**src/dswc_defs.svh**
```systemverilog
/*
 Register offsets, field positions, reset values and status bit positions
 for the drive status word composer.
 Assumes byte addressing on a 32-bit Avalon-MM register bus.
*/
`ifndef DSWC_DEFS_SVH
`define DSWC_DEFS_SVH

// ----------------------------------------------------------------------
// Register byte offsets
// ----------------------------------------------------------------------
`define DSWC_OFS_STATUS 6'h00
`define DSWC_OFS_CMD 6'h04
`define DSWC_OFS_CTRL 6'h08
`define DSWC_OFS_IRQ_STAT 6'h0C
`define DSWC_OFS_IRQ_EN 6'h10
`define DSWC_OFS_IRQ_CLR 6'h14

// ----------------------------------------------------------------------
// Status word bit positions
// ----------------------------------------------------------------------
`define DSWC_SB_READY 0
`define DSWC_SB_ENERGISED 1
`define DSWC_SB_RUNNING 2
`define DSWC_SB_TRIPPED 3
`define DSWC_SB_COAST_N 4
`define DSWC_SB_FAST_N 5
`define DSWC_SB_INHIBIT 6
`define DSWC_SB_REMOTE 9
`define DSWC_SB_AT_SP 10
`define DSWC_SB_LIMIT 11

// Command word bit positions
`define DSWC_CB_COAST_N 1
`define DSWC_CB_FAST_N 2

// Control register field positions
`define DSWC_CTRL_REM_SEL 0

// Interrupt events: status word changed, tripped rose
`define DSWC_EV_CHANGE 0
`define DSWC_EV_TRIP 1
`define DSWC_NEV 2

// ----------------------------------------------------------------------
// Reset values
// ----------------------------------------------------------------------
`define DSWC_RST_WORD 16'h0000
`define DSWC_RST_CMD 16'h0000
`define DSWC_RST_CTRL 1'h0
`define DSWC_RST_IRQ 2'h0

`endif

```
**src/dswc_pkg.sv**
```systemverilog
/*
 Types shared by the drive status word composer.
 Assumes dswc_defs.svh is on the include path.
*/
`default_nettype none

package dswc_pkg;

   // Sequencer states as seen by the composer
   typedef enum logic [2:0] {
      DSWC_ST_POWER_UP,
      DSWC_ST_INHIBIT,
      DSWC_ST_READY,
      DSWC_ST_SWITCHED_ON,
      DSWC_ST_OP_READY,
      DSWC_ST_ENABLED,
      DSWC_ST_FAST_STOP,
      DSWC_ST_TRIP
   } dswc_seq_state_e;

   // Drive control mode
   typedef enum logic {
      DSWC_MODE_VECTOR,
      DSWC_MODE_VHZ
   } dswc_ctl_mode_e;

   // Inputs from the sequencer and the ramp and limit logic
   typedef struct packed {
      logic ready_pwr;
      logic energised;
      logic running;
      logic tripped;
      logic coast_stop_n;
      logic fast_stop_n;
      dswc_seq_state_e state;
      logic remote_mode;
      logic ramping;
      logic torque_limit;
      logic current_limit;
      dswc_ctl_mode_e mode;
   } dswc_drive_s;

   // Avalon-MM request bundle
   typedef struct packed {
      logic [5:0] address;
      logic read;
      logic write;
      logic [31:0] writedata;
   } dswc_avm_req_s;

endpackage : dswc_pkg

`default_nettype wire

```
**src/dswc_sync.sv**
```systemverilog
/*
 Two-flip-flop synchroniser bank for the drive-side status inputs.
 Assumes the inputs are levels from logic outside the control clock.
*/
`timescale 1ns/1ps
`default_nettype none

module dswc_sync #(
   parameter int W = 8
) (
   input wire logic mclk, // Control clock
   input wire logic rstn, // Synchronous reset, active low
   input wire logic [W-1:0] din, // Asynchronous levels
   output logic [W-1:0] dout // Synchronised levels
);

   // ----------------------------------------------------------------------
   // Stages
   // ----------------------------------------------------------------------
   logic [W-1:0] meta_q; // First stage, read only by the second
   logic [W-1:0] meta_d;
   logic [W-1:0] sync_q; // Second stage
   logic [W-1:0] sync_d;

   // Next values
   always_comb begin
      meta_d = din;
      sync_d = meta_q;
   end

   // Registers
   always_ff @(posedge mclk) begin
      if (!rstn) begin
         meta_q <= '0;
         sync_q <= '0;
      end else begin
         meta_q <= meta_d;
         sync_q <= sync_d;
      end
   end

   assign dout = sync_q;

endmodule : dswc_sync

`default_nettype wire

```
**src/dswc_top.sv**
```systemverilog
/*
 Drive status word composer: assembles the 16-bit drive status word,
 holds the remote command word and remote select, and serves them over
 an Avalon-MM slave with waitrequest, plus a level interrupt.
 Assumes drive inputs come from outside the control clock domain and are
 synchronised here; the bus is on mclk.
*/
`timescale 1ns/1ps
`default_nettype none

`include "dswc_defs.svh"

module dswc_top
   import dswc_pkg::*;
(
   input wire logic mclk, // Control clock, 100 MHz
   input wire logic rstn, // Synchronous reset, active low
   input wire dswc_drive_s drive_in, // Sequencer and ramp inputs
   input wire logic [5:0] avs_address, // Byte address
   input wire logic avs_read, // Read strobe
   input wire logic avs_write, // Write strobe
   input wire logic [31:0] avs_writedata, // Write data
   input wire logic [3:0] avs_byteenable, // Byte lanes
   output logic [31:0] avs_readdata, // Read data
   output logic avs_waitrequest, // Stall, low on answer
   output logic [15:0] status_word, // Registered status word
   output logic [15:0] cmd_word, // Command word to sequencer
   output logic remote_sel, // Remote comms select
   output logic irq // Level interrupt
);

   // ----------------------------------------------------------------------
   // Input synchronisation
   // ----------------------------------------------------------------------
   dswc_drive_s drv; // Synchronised drive inputs

   dswc_sync #(.W($bits(dswc_drive_s))) u_sync (
      .mclk(mclk),
      .rstn(rstn),
      .din(drive_in),
      .dout(drv)
   );

   // ----------------------------------------------------------------------
   // Control state
   // ----------------------------------------------------------------------
   logic [15:0] word_q; // Status snapshot
   logic [15:0] word_d;
   logic [15:0] cmd_q; // Command word
   logic [15:0] cmd_d;
   logic rsel_q; // Remote comms select
   logic rsel_d;
   logic [`DSWC_NEV-1:0] ist_q; // Sticky interrupt status
   logic [`DSWC_NEV-1:0] ist_d;
   logic [`DSWC_NEV-1:0] ien_q; // Interrupt enable
   logic [`DSWC_NEV-1:0] ien_d;
   logic irq_q; // Interrupt output
   logic irq_d;
   logic [31:0] rd_q; // Read data
   logic [31:0] rd_d;
   logic ack_q; // Answer cycle, waitrequest low
   logic ack_d;
   logic [15:0] new_word; // Assembled word before snapshot
   logic [`DSWC_NEV-1:0] ev; // Events this cycle
   logic [`DSWC_NEV-1:0] clr; // Software clear this cycle
   logic wr_go; // Write accepted this cycle
   logic remote_cmd; // Remote comms sequencing in force

   // ----------------------------------------------------------------------
   // Status word assembly
   // ----------------------------------------------------------------------
   // Remote sequencing uses the command word for the stop bits
   always_comb begin
      remote_cmd = drv.remote_mode & rsel_q;
      new_word = `DSWC_RST_WORD;
      new_word[`DSWC_SB_READY] = drv.ready_pwr;
      new_word[`DSWC_SB_ENERGISED] = drv.energised;
      new_word[`DSWC_SB_RUNNING] = drv.running;
      new_word[`DSWC_SB_TRIPPED] = drv.tripped;
      if (remote_cmd) begin
         // Stop requests come from the master's command word
         new_word[`DSWC_SB_COAST_N] = cmd_q[`DSWC_CB_COAST_N];
         new_word[`DSWC_SB_FAST_N] = cmd_q[`DSWC_CB_FAST_N];
      end else begin
         // Stop requests come from the sequencer inputs
         new_word[`DSWC_SB_COAST_N] = drv.coast_stop_n;
         new_word[`DSWC_SB_FAST_N] = drv.fast_stop_n;
      end
      new_word[`DSWC_SB_INHIBIT] = (drv.state == DSWC_ST_INHIBIT);
      new_word[`DSWC_SB_REMOTE] = remote_cmd;
      new_word[`DSWC_SB_AT_SP] = ~drv.ramping;
      // Limit source depends on control mode
      if (drv.mode == DSWC_MODE_VECTOR) begin
         new_word[`DSWC_SB_LIMIT] = drv.torque_limit;
      end else begin
         new_word[`DSWC_SB_LIMIT] = drv.current_limit;
      end
   end

   // ----------------------------------------------------------------------
   // Bus decode and register next values
   // ----------------------------------------------------------------------
   // Requests are answered one cycle after they appear
   // Writes land at the edge that sees waitrequest low, as the master expects
   always_comb begin
      wr_go = avs_write & ack_q;
      ack_d = (avs_read | avs_write) & ~ack_q;
      word_d = new_word;
      cmd_d = cmd_q;
      rsel_d = rsel_q;
      ien_d = ien_q;
      clr = '0;
      rd_d = 32'h0000_0000;
      if (wr_go) begin
         if (avs_address == `DSWC_OFS_CMD) begin
            // Command word from the master, lanes 0 and 1
            if (avs_byteenable[0]) begin
               cmd_d[7:0] = avs_writedata[7:0];
            end
            if (avs_byteenable[1]) begin
               cmd_d[15:8] = avs_writedata[15:8];
            end
         end else if (avs_address == `DSWC_OFS_CTRL) begin
            // Remote comms select
            if (avs_byteenable[0]) begin
               rsel_d = avs_writedata[`DSWC_CTRL_REM_SEL];
            end
         end else if (avs_address == `DSWC_OFS_IRQ_EN) begin
            // Interrupt enable
            if (avs_byteenable[0]) begin
               ien_d = avs_writedata[`DSWC_NEV-1:0];
            end
         end else if (avs_address == `DSWC_OFS_IRQ_CLR) begin
            // Write one to clear
            if (avs_byteenable[0]) begin
               clr = avs_writedata[`DSWC_NEV-1:0];
            end
         end
         // Other addresses: write ignored
      end
      if (avs_read & ~ack_q) begin
         if (avs_address == `DSWC_OFS_STATUS) begin
            rd_d[15:0] = word_q;
         end else if (avs_address == `DSWC_OFS_CMD) begin
            rd_d[15:0] = cmd_q;
         end else if (avs_address == `DSWC_OFS_CTRL) begin
            rd_d[0] = rsel_q;
         end else if (avs_address == `DSWC_OFS_IRQ_STAT) begin
            rd_d[`DSWC_NEV-1:0] = ist_q;
         end else if (avs_address == `DSWC_OFS_IRQ_EN) begin
            rd_d[`DSWC_NEV-1:0] = ien_q;
         end
         // Unmapped and clear register read zero
      end
   end

   // ----------------------------------------------------------------------
   // Interrupt next values
   // ----------------------------------------------------------------------
   // Events set sticky bits; a set wins over a clear in the same cycle
   always_comb begin
      ev = '0;
      ev[`DSWC_EV_CHANGE] = (new_word != word_q);
      ev[`DSWC_EV_TRIP] = drv.tripped & ~word_q[`DSWC_SB_TRIPPED];
      ist_d = (ist_q & ~clr) | ev;
      irq_d = |(ist_d & ien_d);
   end

   // ----------------------------------------------------------------------
   // Registers
   // ----------------------------------------------------------------------
   always_ff @(posedge mclk) begin
      if (!rstn) begin
         word_q <= `DSWC_RST_WORD;
         cmd_q <= `DSWC_RST_CMD;
         rsel_q <= `DSWC_RST_CTRL;
         ist_q <= `DSWC_RST_IRQ;
         ien_q <= `DSWC_RST_IRQ;
         irq_q <= 1'b0;
         rd_q <= 32'h0000_0000;
         ack_q <= 1'b0;
      end else begin
         word_q <= word_d;
         cmd_q <= cmd_d;
         rsel_q <= rsel_d;
         ist_q <= ist_d;
         ien_q <= ien_d;
         irq_q <= irq_d;
         rd_q <= rd_d;
         ack_q <= ack_d;
      end
   end

   // ----------------------------------------------------------------------
   // Outputs
   // ----------------------------------------------------------------------
   assign avs_readdata = rd_q;
   assign avs_waitrequest = ~ack_q;
   assign status_word = word_q;
   assign cmd_word = cmd_q;
   assign remote_sel = rsel_q;
   assign irq = irq_q;

   // ----------------------------------------------------------------------
   // Assertions
   // ----------------------------------------------------------------------
   a_unused_zero: assert property (@(posedge mclk)
      disable iff (!rstn)
      (word_q[8:7] == 2'h0) && (word_q[15:12] == 4'h0))
      else $error("unsupported status bits not zero");

   a_ready_bit: assert property (@(posedge mclk) disable iff (!rstn)
      word_q[`DSWC_SB_READY] == $past(drv.ready_pwr))
      else $error("bit 0 does not follow ready output");

   a_energ_bit: assert property (@(posedge mclk) disable iff (!rstn)
      word_q[`DSWC_SB_ENERGISED] == $past(drv.energised))
      else $error("bit 1 does not follow energised output");

   a_run_bit: assert property (@(posedge mclk) disable iff (!rstn)
      word_q[`DSWC_SB_RUNNING] == $past(drv.running))
      else $error("bit 2 does not follow running output");

   a_trip_bit: assert property (@(posedge mclk) disable iff (!rstn)
      drv.tripped |=> word_q[`DSWC_SB_TRIPPED])
      else $error("bit 3 missed a trip");

   a_coast_remote: assert property (@(posedge mclk)
      disable iff (!rstn)
      (drv.remote_mode && rsel_q) |=>
      word_q[`DSWC_SB_COAST_N] == $past(cmd_q[`DSWC_CB_COAST_N]))
      else $error("bit 4 wrong in remote mode");

   a_fast_local: assert property (@(posedge mclk)
      disable iff (!rstn)
      !(drv.remote_mode && rsel_q) |=>
      word_q[`DSWC_SB_FAST_N] == $past(drv.fast_stop_n))
      else $error("bit 5 wrong in local mode");

   a_coast_local: assert property (@(posedge mclk)
      disable iff (!rstn)
      !(drv.remote_mode && rsel_q) |=>
      word_q[`DSWC_SB_COAST_N] == $past(drv.coast_stop_n))
      else $error("bit 4 wrong in local mode");

   a_fast_remote: assert property (@(posedge mclk)
      disable iff (!rstn)
      (drv.remote_mode && rsel_q) |=>
      word_q[`DSWC_SB_FAST_N] == $past(cmd_q[`DSWC_CB_FAST_N]))
      else $error("bit 5 wrong in remote mode");

   a_inhibit_bit: assert property (@(posedge mclk)
      disable iff (!rstn)
      word_q[`DSWC_SB_INHIBIT] == ($past(drv.state) == DSWC_ST_INHIBIT))
      else $error("bit 6 wrong for sequencer state");

   a_remote_bit: assert property (@(posedge mclk)
      disable iff (!rstn)
      word_q[`DSWC_SB_REMOTE] == $past(drv.remote_mode && rsel_q))
      else $error("bit 9 wrong");

   a_setpoint_bit: assert property (@(posedge mclk)
      disable iff (!rstn)
      drv.ramping |=> !word_q[`DSWC_SB_AT_SP])
      else $error("bit 10 set while ramping");

   a_limit_bit: assert property (@(posedge mclk)
      disable iff (!rstn)
      (drv.mode == DSWC_MODE_VHZ && drv.current_limit) |=>
      word_q[`DSWC_SB_LIMIT])
      else $error("bit 11 missed current limit");

   a_cmd_write: assert property (@(posedge mclk)
      disable iff (!rstn)
      (avs_write && !avs_waitrequest && avs_address == `DSWC_OFS_CMD &&
      avs_byteenable[1:0] == 2'h3) |=> cmd_q == $past(avs_writedata[15:0]))
      else $error("command word write lost");

   a_status_read: assert property (@(posedge mclk)
      disable iff (!rstn)
      (avs_read && !ack_q && avs_address == `DSWC_OFS_STATUS) |=>
      (avs_readdata[15:0] == $past(word_q)) && !avs_waitrequest)
      else $error("status read not coherent");

   // A trip edge must stick even when software clears in the same cycle
   a_trip_sticky: assert property (@(posedge mclk)
      disable iff (!rstn)
      (drv.tripped && !word_q[`DSWC_SB_TRIPPED]) |=> ist_q[`DSWC_EV_TRIP])
      else $error("trip event lost");

   // Interrupt line is high exactly while an enabled status bit is set
   a_irq_level: assert property (@(posedge mclk)
      disable iff (!rstn)
      irq_q == |(ist_q & ien_q))
      else $error("interrupt level wrong");

   c_lane_write: cover property (@(posedge mclk) disable iff (!rstn)
      avs_write && !avs_waitrequest && avs_byteenable != 4'hF);

   c_remote_seq: cover property (@(posedge mclk) disable iff (!rstn)
      word_q[`DSWC_SB_REMOTE] && word_q[`DSWC_SB_RUNNING]);

   c_trip_irq: cover property (@(posedge mclk) disable iff (!rstn)
      ist_q[`DSWC_EV_TRIP] && irq_q);

   c_status_read: cover property (@(posedge mclk) disable iff (!rstn)
      avs_read && !avs_waitrequest && avs_address == `DSWC_OFS_STATUS);

endmodule : dswc_top

`default_nettype wire

```
**config.mk**
```make
export PLATFORM = sky130hd
export DESIGN_NAME = dswc_top
export DESIGN_NICKNAME = d
export VERILOG_FILES = /design/src/dswc_pkg.sv /design/src/dswc_sync.sv /design/src/dswc_top.sv
export VERILOG_INCLUDE_DIRS = /design/src
export SDC_FILE = /design/constraint.sdc
export NUM_CORES = 1
export LEC_CHECK = 0
export ABC_CLOCK_PERIOD_IN_PS = 1800
export BUFFER_PORTS_ARGS = -buffer_cell sky130_fd_sc_hd__buf_2
export CAP_MARGIN = 20
export CORE_MARGIN = 1.5
export CORE_UTILIZATION = 47
export CTS_CLUSTER_SIZE = 40
export DETAILED_ROUTE_END_ITERATION = 16
export PLACE_DENSITY = 0.89
export SKIP_LAST_GASP = 1
export SLEW_MARGIN = 10
export SYNTH_ARGS = -nofsm -noshare
export SYNTH_HDL_FRONTEND = slang
export SYNTH_SLANG_ARGS = --single-unit
```
**constraint.sdc**
```tcl
create_clock -name mclk -period 1.8 [get_ports mclk]
set_clock_uncertainty 0.05 [all_clocks]
set_input_delay 0.36 -clock mclk [delete_from_list [all_inputs] [get_ports mclk]]
set_output_delay 0.36 -clock mclk [all_outputs]
set_load 0.02 [all_outputs]
```
==> metrics <==
outcome=completed; top-count cell post-synth=dfxtp_1; CTS H-tree lvls=3; Fill cells=524; DRC Markers=0; post-synth top area cell=dfxtp_1; mapped cell area=0.00287 sq mm; CORE AREA=0.00592 sq mm; post-synth top area share=53.8%; Longest Clk Path Bufs=2; initial antenna violation count=0; critical path peak fanout=4; Leakage Power=1.63 nW; Primary FF master, synth=dfxtp_1; P per Cell Area=903 mW/mm^2; worst hold path type=primary input to flip-flop; Final Util=58.7%; Clock transition at path regs=0.09 ns; total wire length=5.42 mm; Overflow after GRT=0; VDD IR max=555 uV; initial DRC count=103; n_diodes=0; routability cong.=0.962; total routing usage reported by global routing=17.5%; Crit Path Category=flip-flop to flip-flop; WHS=0.177 ns; synth unique cells=38; Via Count=2116; die area=0.00657 sq mm; Synthesis Warnings=0; top post-synthesis cells by area=dfxtp_1 (54%), and2_1 (8.7%), buf_4 (6.0%); Fin. Hold Viols=0; hold_buf cts=0; Die Ht=81.1 microns; port buffer count=86; Post-DP HPWL=4.11 mm; cell count after synthesis=271; TritonCTS buffer count=9; Via density=4.77; CTS tree=done; post-route minimum period=1.64 ns; number of max-cap violations=0; largest net degree at the start of global routing=53; first-pass GRT wire length=8.51 mm; sequential element share of the synthesized area=53.8%; worst skew pair latency=0.34 ns; Die X=81.1 microns; Worst Setup Start Kind=flip-flop; post-CTS setup buffer count=0; Post-synth top cells=dfxtp_1 (77), and2_1 (40), buf_4 (23), nor2b_1 (18), mux2i_1 (15); Avg WL per Cell=12.2 microns; Max Clock Freq=611 MHz; Slew Limit Fails=0; num rows=28; synthesis-stage register bit count=77; Cell Area, Placed=0.00330 sq mm; worst path required time=1.96 ns; Avg Inst Size Synth=10.6 sq um; Root Buffer=clkbuf_8; post-route ant nets=0; IO Pins=127; Worst Path Arrival=1.80 ns; Design Area, Final=0.00348 sq mm; Final nets=425; CTS Sinks=77; number of synthesized flops with an enable pin=0; CP endpoint kind=flip-flop; layout cells sized above 1=31.4%; post-cts sizing count=0; period utilisation layout=90.9%; ys async rst share=0%; Area Overhead vs Synth=21.4%; starting density of the core=48.4%; vias in the first global route=1868; unrepaired setup endpoints after global routing=false; Final Setup Violations=0; Pre-Repair DR Iteration Count=4
registers in the layout, summed over array words and instances, names as in the netlist, 2 cells and up:
name and flops:
avs_readdata 16, cmd_word 16, ien_q 2, ist_q 2
status_word 10, u_sync.dout 14, u_sync.meta_q 14
worst max-delay path: stages, from the launching register on:
cell and delay [ns]:
dfxtp_1 0.37, xor2_1 0.18, nor4b_1 0.29, o2111ai_1 0.16, a2111oi_2 0.30, o22ai_1 0.16
logic make-up after synthesis:
| group | Yosys count | synth area share [%] |
|---|---|---|
| AO/OA/AOI/OAI | 28 | 7.64 |
| XOR/XNOR | 8 | 2.45 |
| adder cells (fa/ha/maj) | 1 | 0.437 |
| buffers and inverters | 37 | 8.52 |
| flip-flops | 77 | 53.8 |
| multiplexers | 15 | 5.24 |
| other | 1 | 0.131 |
| AND/OR/NAND/NOR | 104 | 21.8 |
cells in the final DEF (no fill, tap or decap), types with 2 or more instances in the layout:
master | synthesis | routed
inv_6 | 0 | 3
nand3_1 | 12 | 12
nor3_1 | 3 | 3
a21oi_1 | 4 | 4
nand4_1 | 2 | 2
conb_1 | 1 | 22
a22o_1 | 8 | 8
and3_1 | 3 | 3
buf_4 | 23 | 7
nand2b_1 | 2 | 2
a21boi_0 | 8 | 8
clkbuf_8 | 0 | 9
nor2b_1 | 18 | 18
nor2_1 | 6 | 6
and2_1 | 40 | 40
mux2i_1 | 15 | 15
xnor2_1 | 4 | 4
buf_2 | 2 | 86
nand2_1 | 11 | 11
xor2_1 | 4 | 4
a22oi_1 | 2 | 2
inv_1 | 5 | 5
clkinv_4 | 0 | 2
dfxtp_1 | 77 | 76
area by class of cell:
cell class	count	area, sq um	area share [%]
repair buffers	93	483	13.9
flip-flops and latches	77	1540	44.4
inverters	5	18.8	0.540
clock inverters	7	56.3	1.62
multi-input cells	178	1160	33.3
clock buffers	9	124	3.56
well taps	75	93.8	2.70
stage by stage:
step,total power (W),std cells,setup slack (ns),setup TNS [ns]
floorplan,0.00197,292,0.242,0
global placement,0.00201,428,0.0194,0
detailed placement,0.00201,428,-0.0167,-0.0491
CTS,0.00318,444,0.0936,0
global route,0.00327,444,0.0396,0
finish,0.00314,444,0.164,0
layer usage:
layer,part of all wire (%),GRT usage [%],vias to the layer above,routed length [microns]
li1,-,-,1049,-
met1,42,20.3,962,2290
met2,48,29.3,103,2600
met3,9.0,5.06,2,486
met4,0.72,8.62,0,39
met5,0,0,-,0
report_power, final:
| group | internal [W] | leakage, nW | switching [W] |
|---|---|---|---|
| Sequential | 0.00174 | 0.629 | 0.0000202 |
| Combinational | 0.0000867 | 0.914 | 0.000123 |
| Clock | 0.000517 | 0.0906 | 0.000649 |
final timing paths:
| kind | slack [ns] | to | from | cells past startpoint |
|---|---|---|---|---|
| setup / recovery | 0.16 | irq | status_word[5] | 5 |
| hold / removal | 0.18 | u_sync.meta_q[7] | drive_in[7] | 2 |
| setup reg to reg | 0.16 | irq | status_word[5] | 5 |
| hold reg to reg | 0.38 | u_sync.dout[4] | u_sync.meta_q[4] | 1 |
Power figures use the tool's default switching activity.
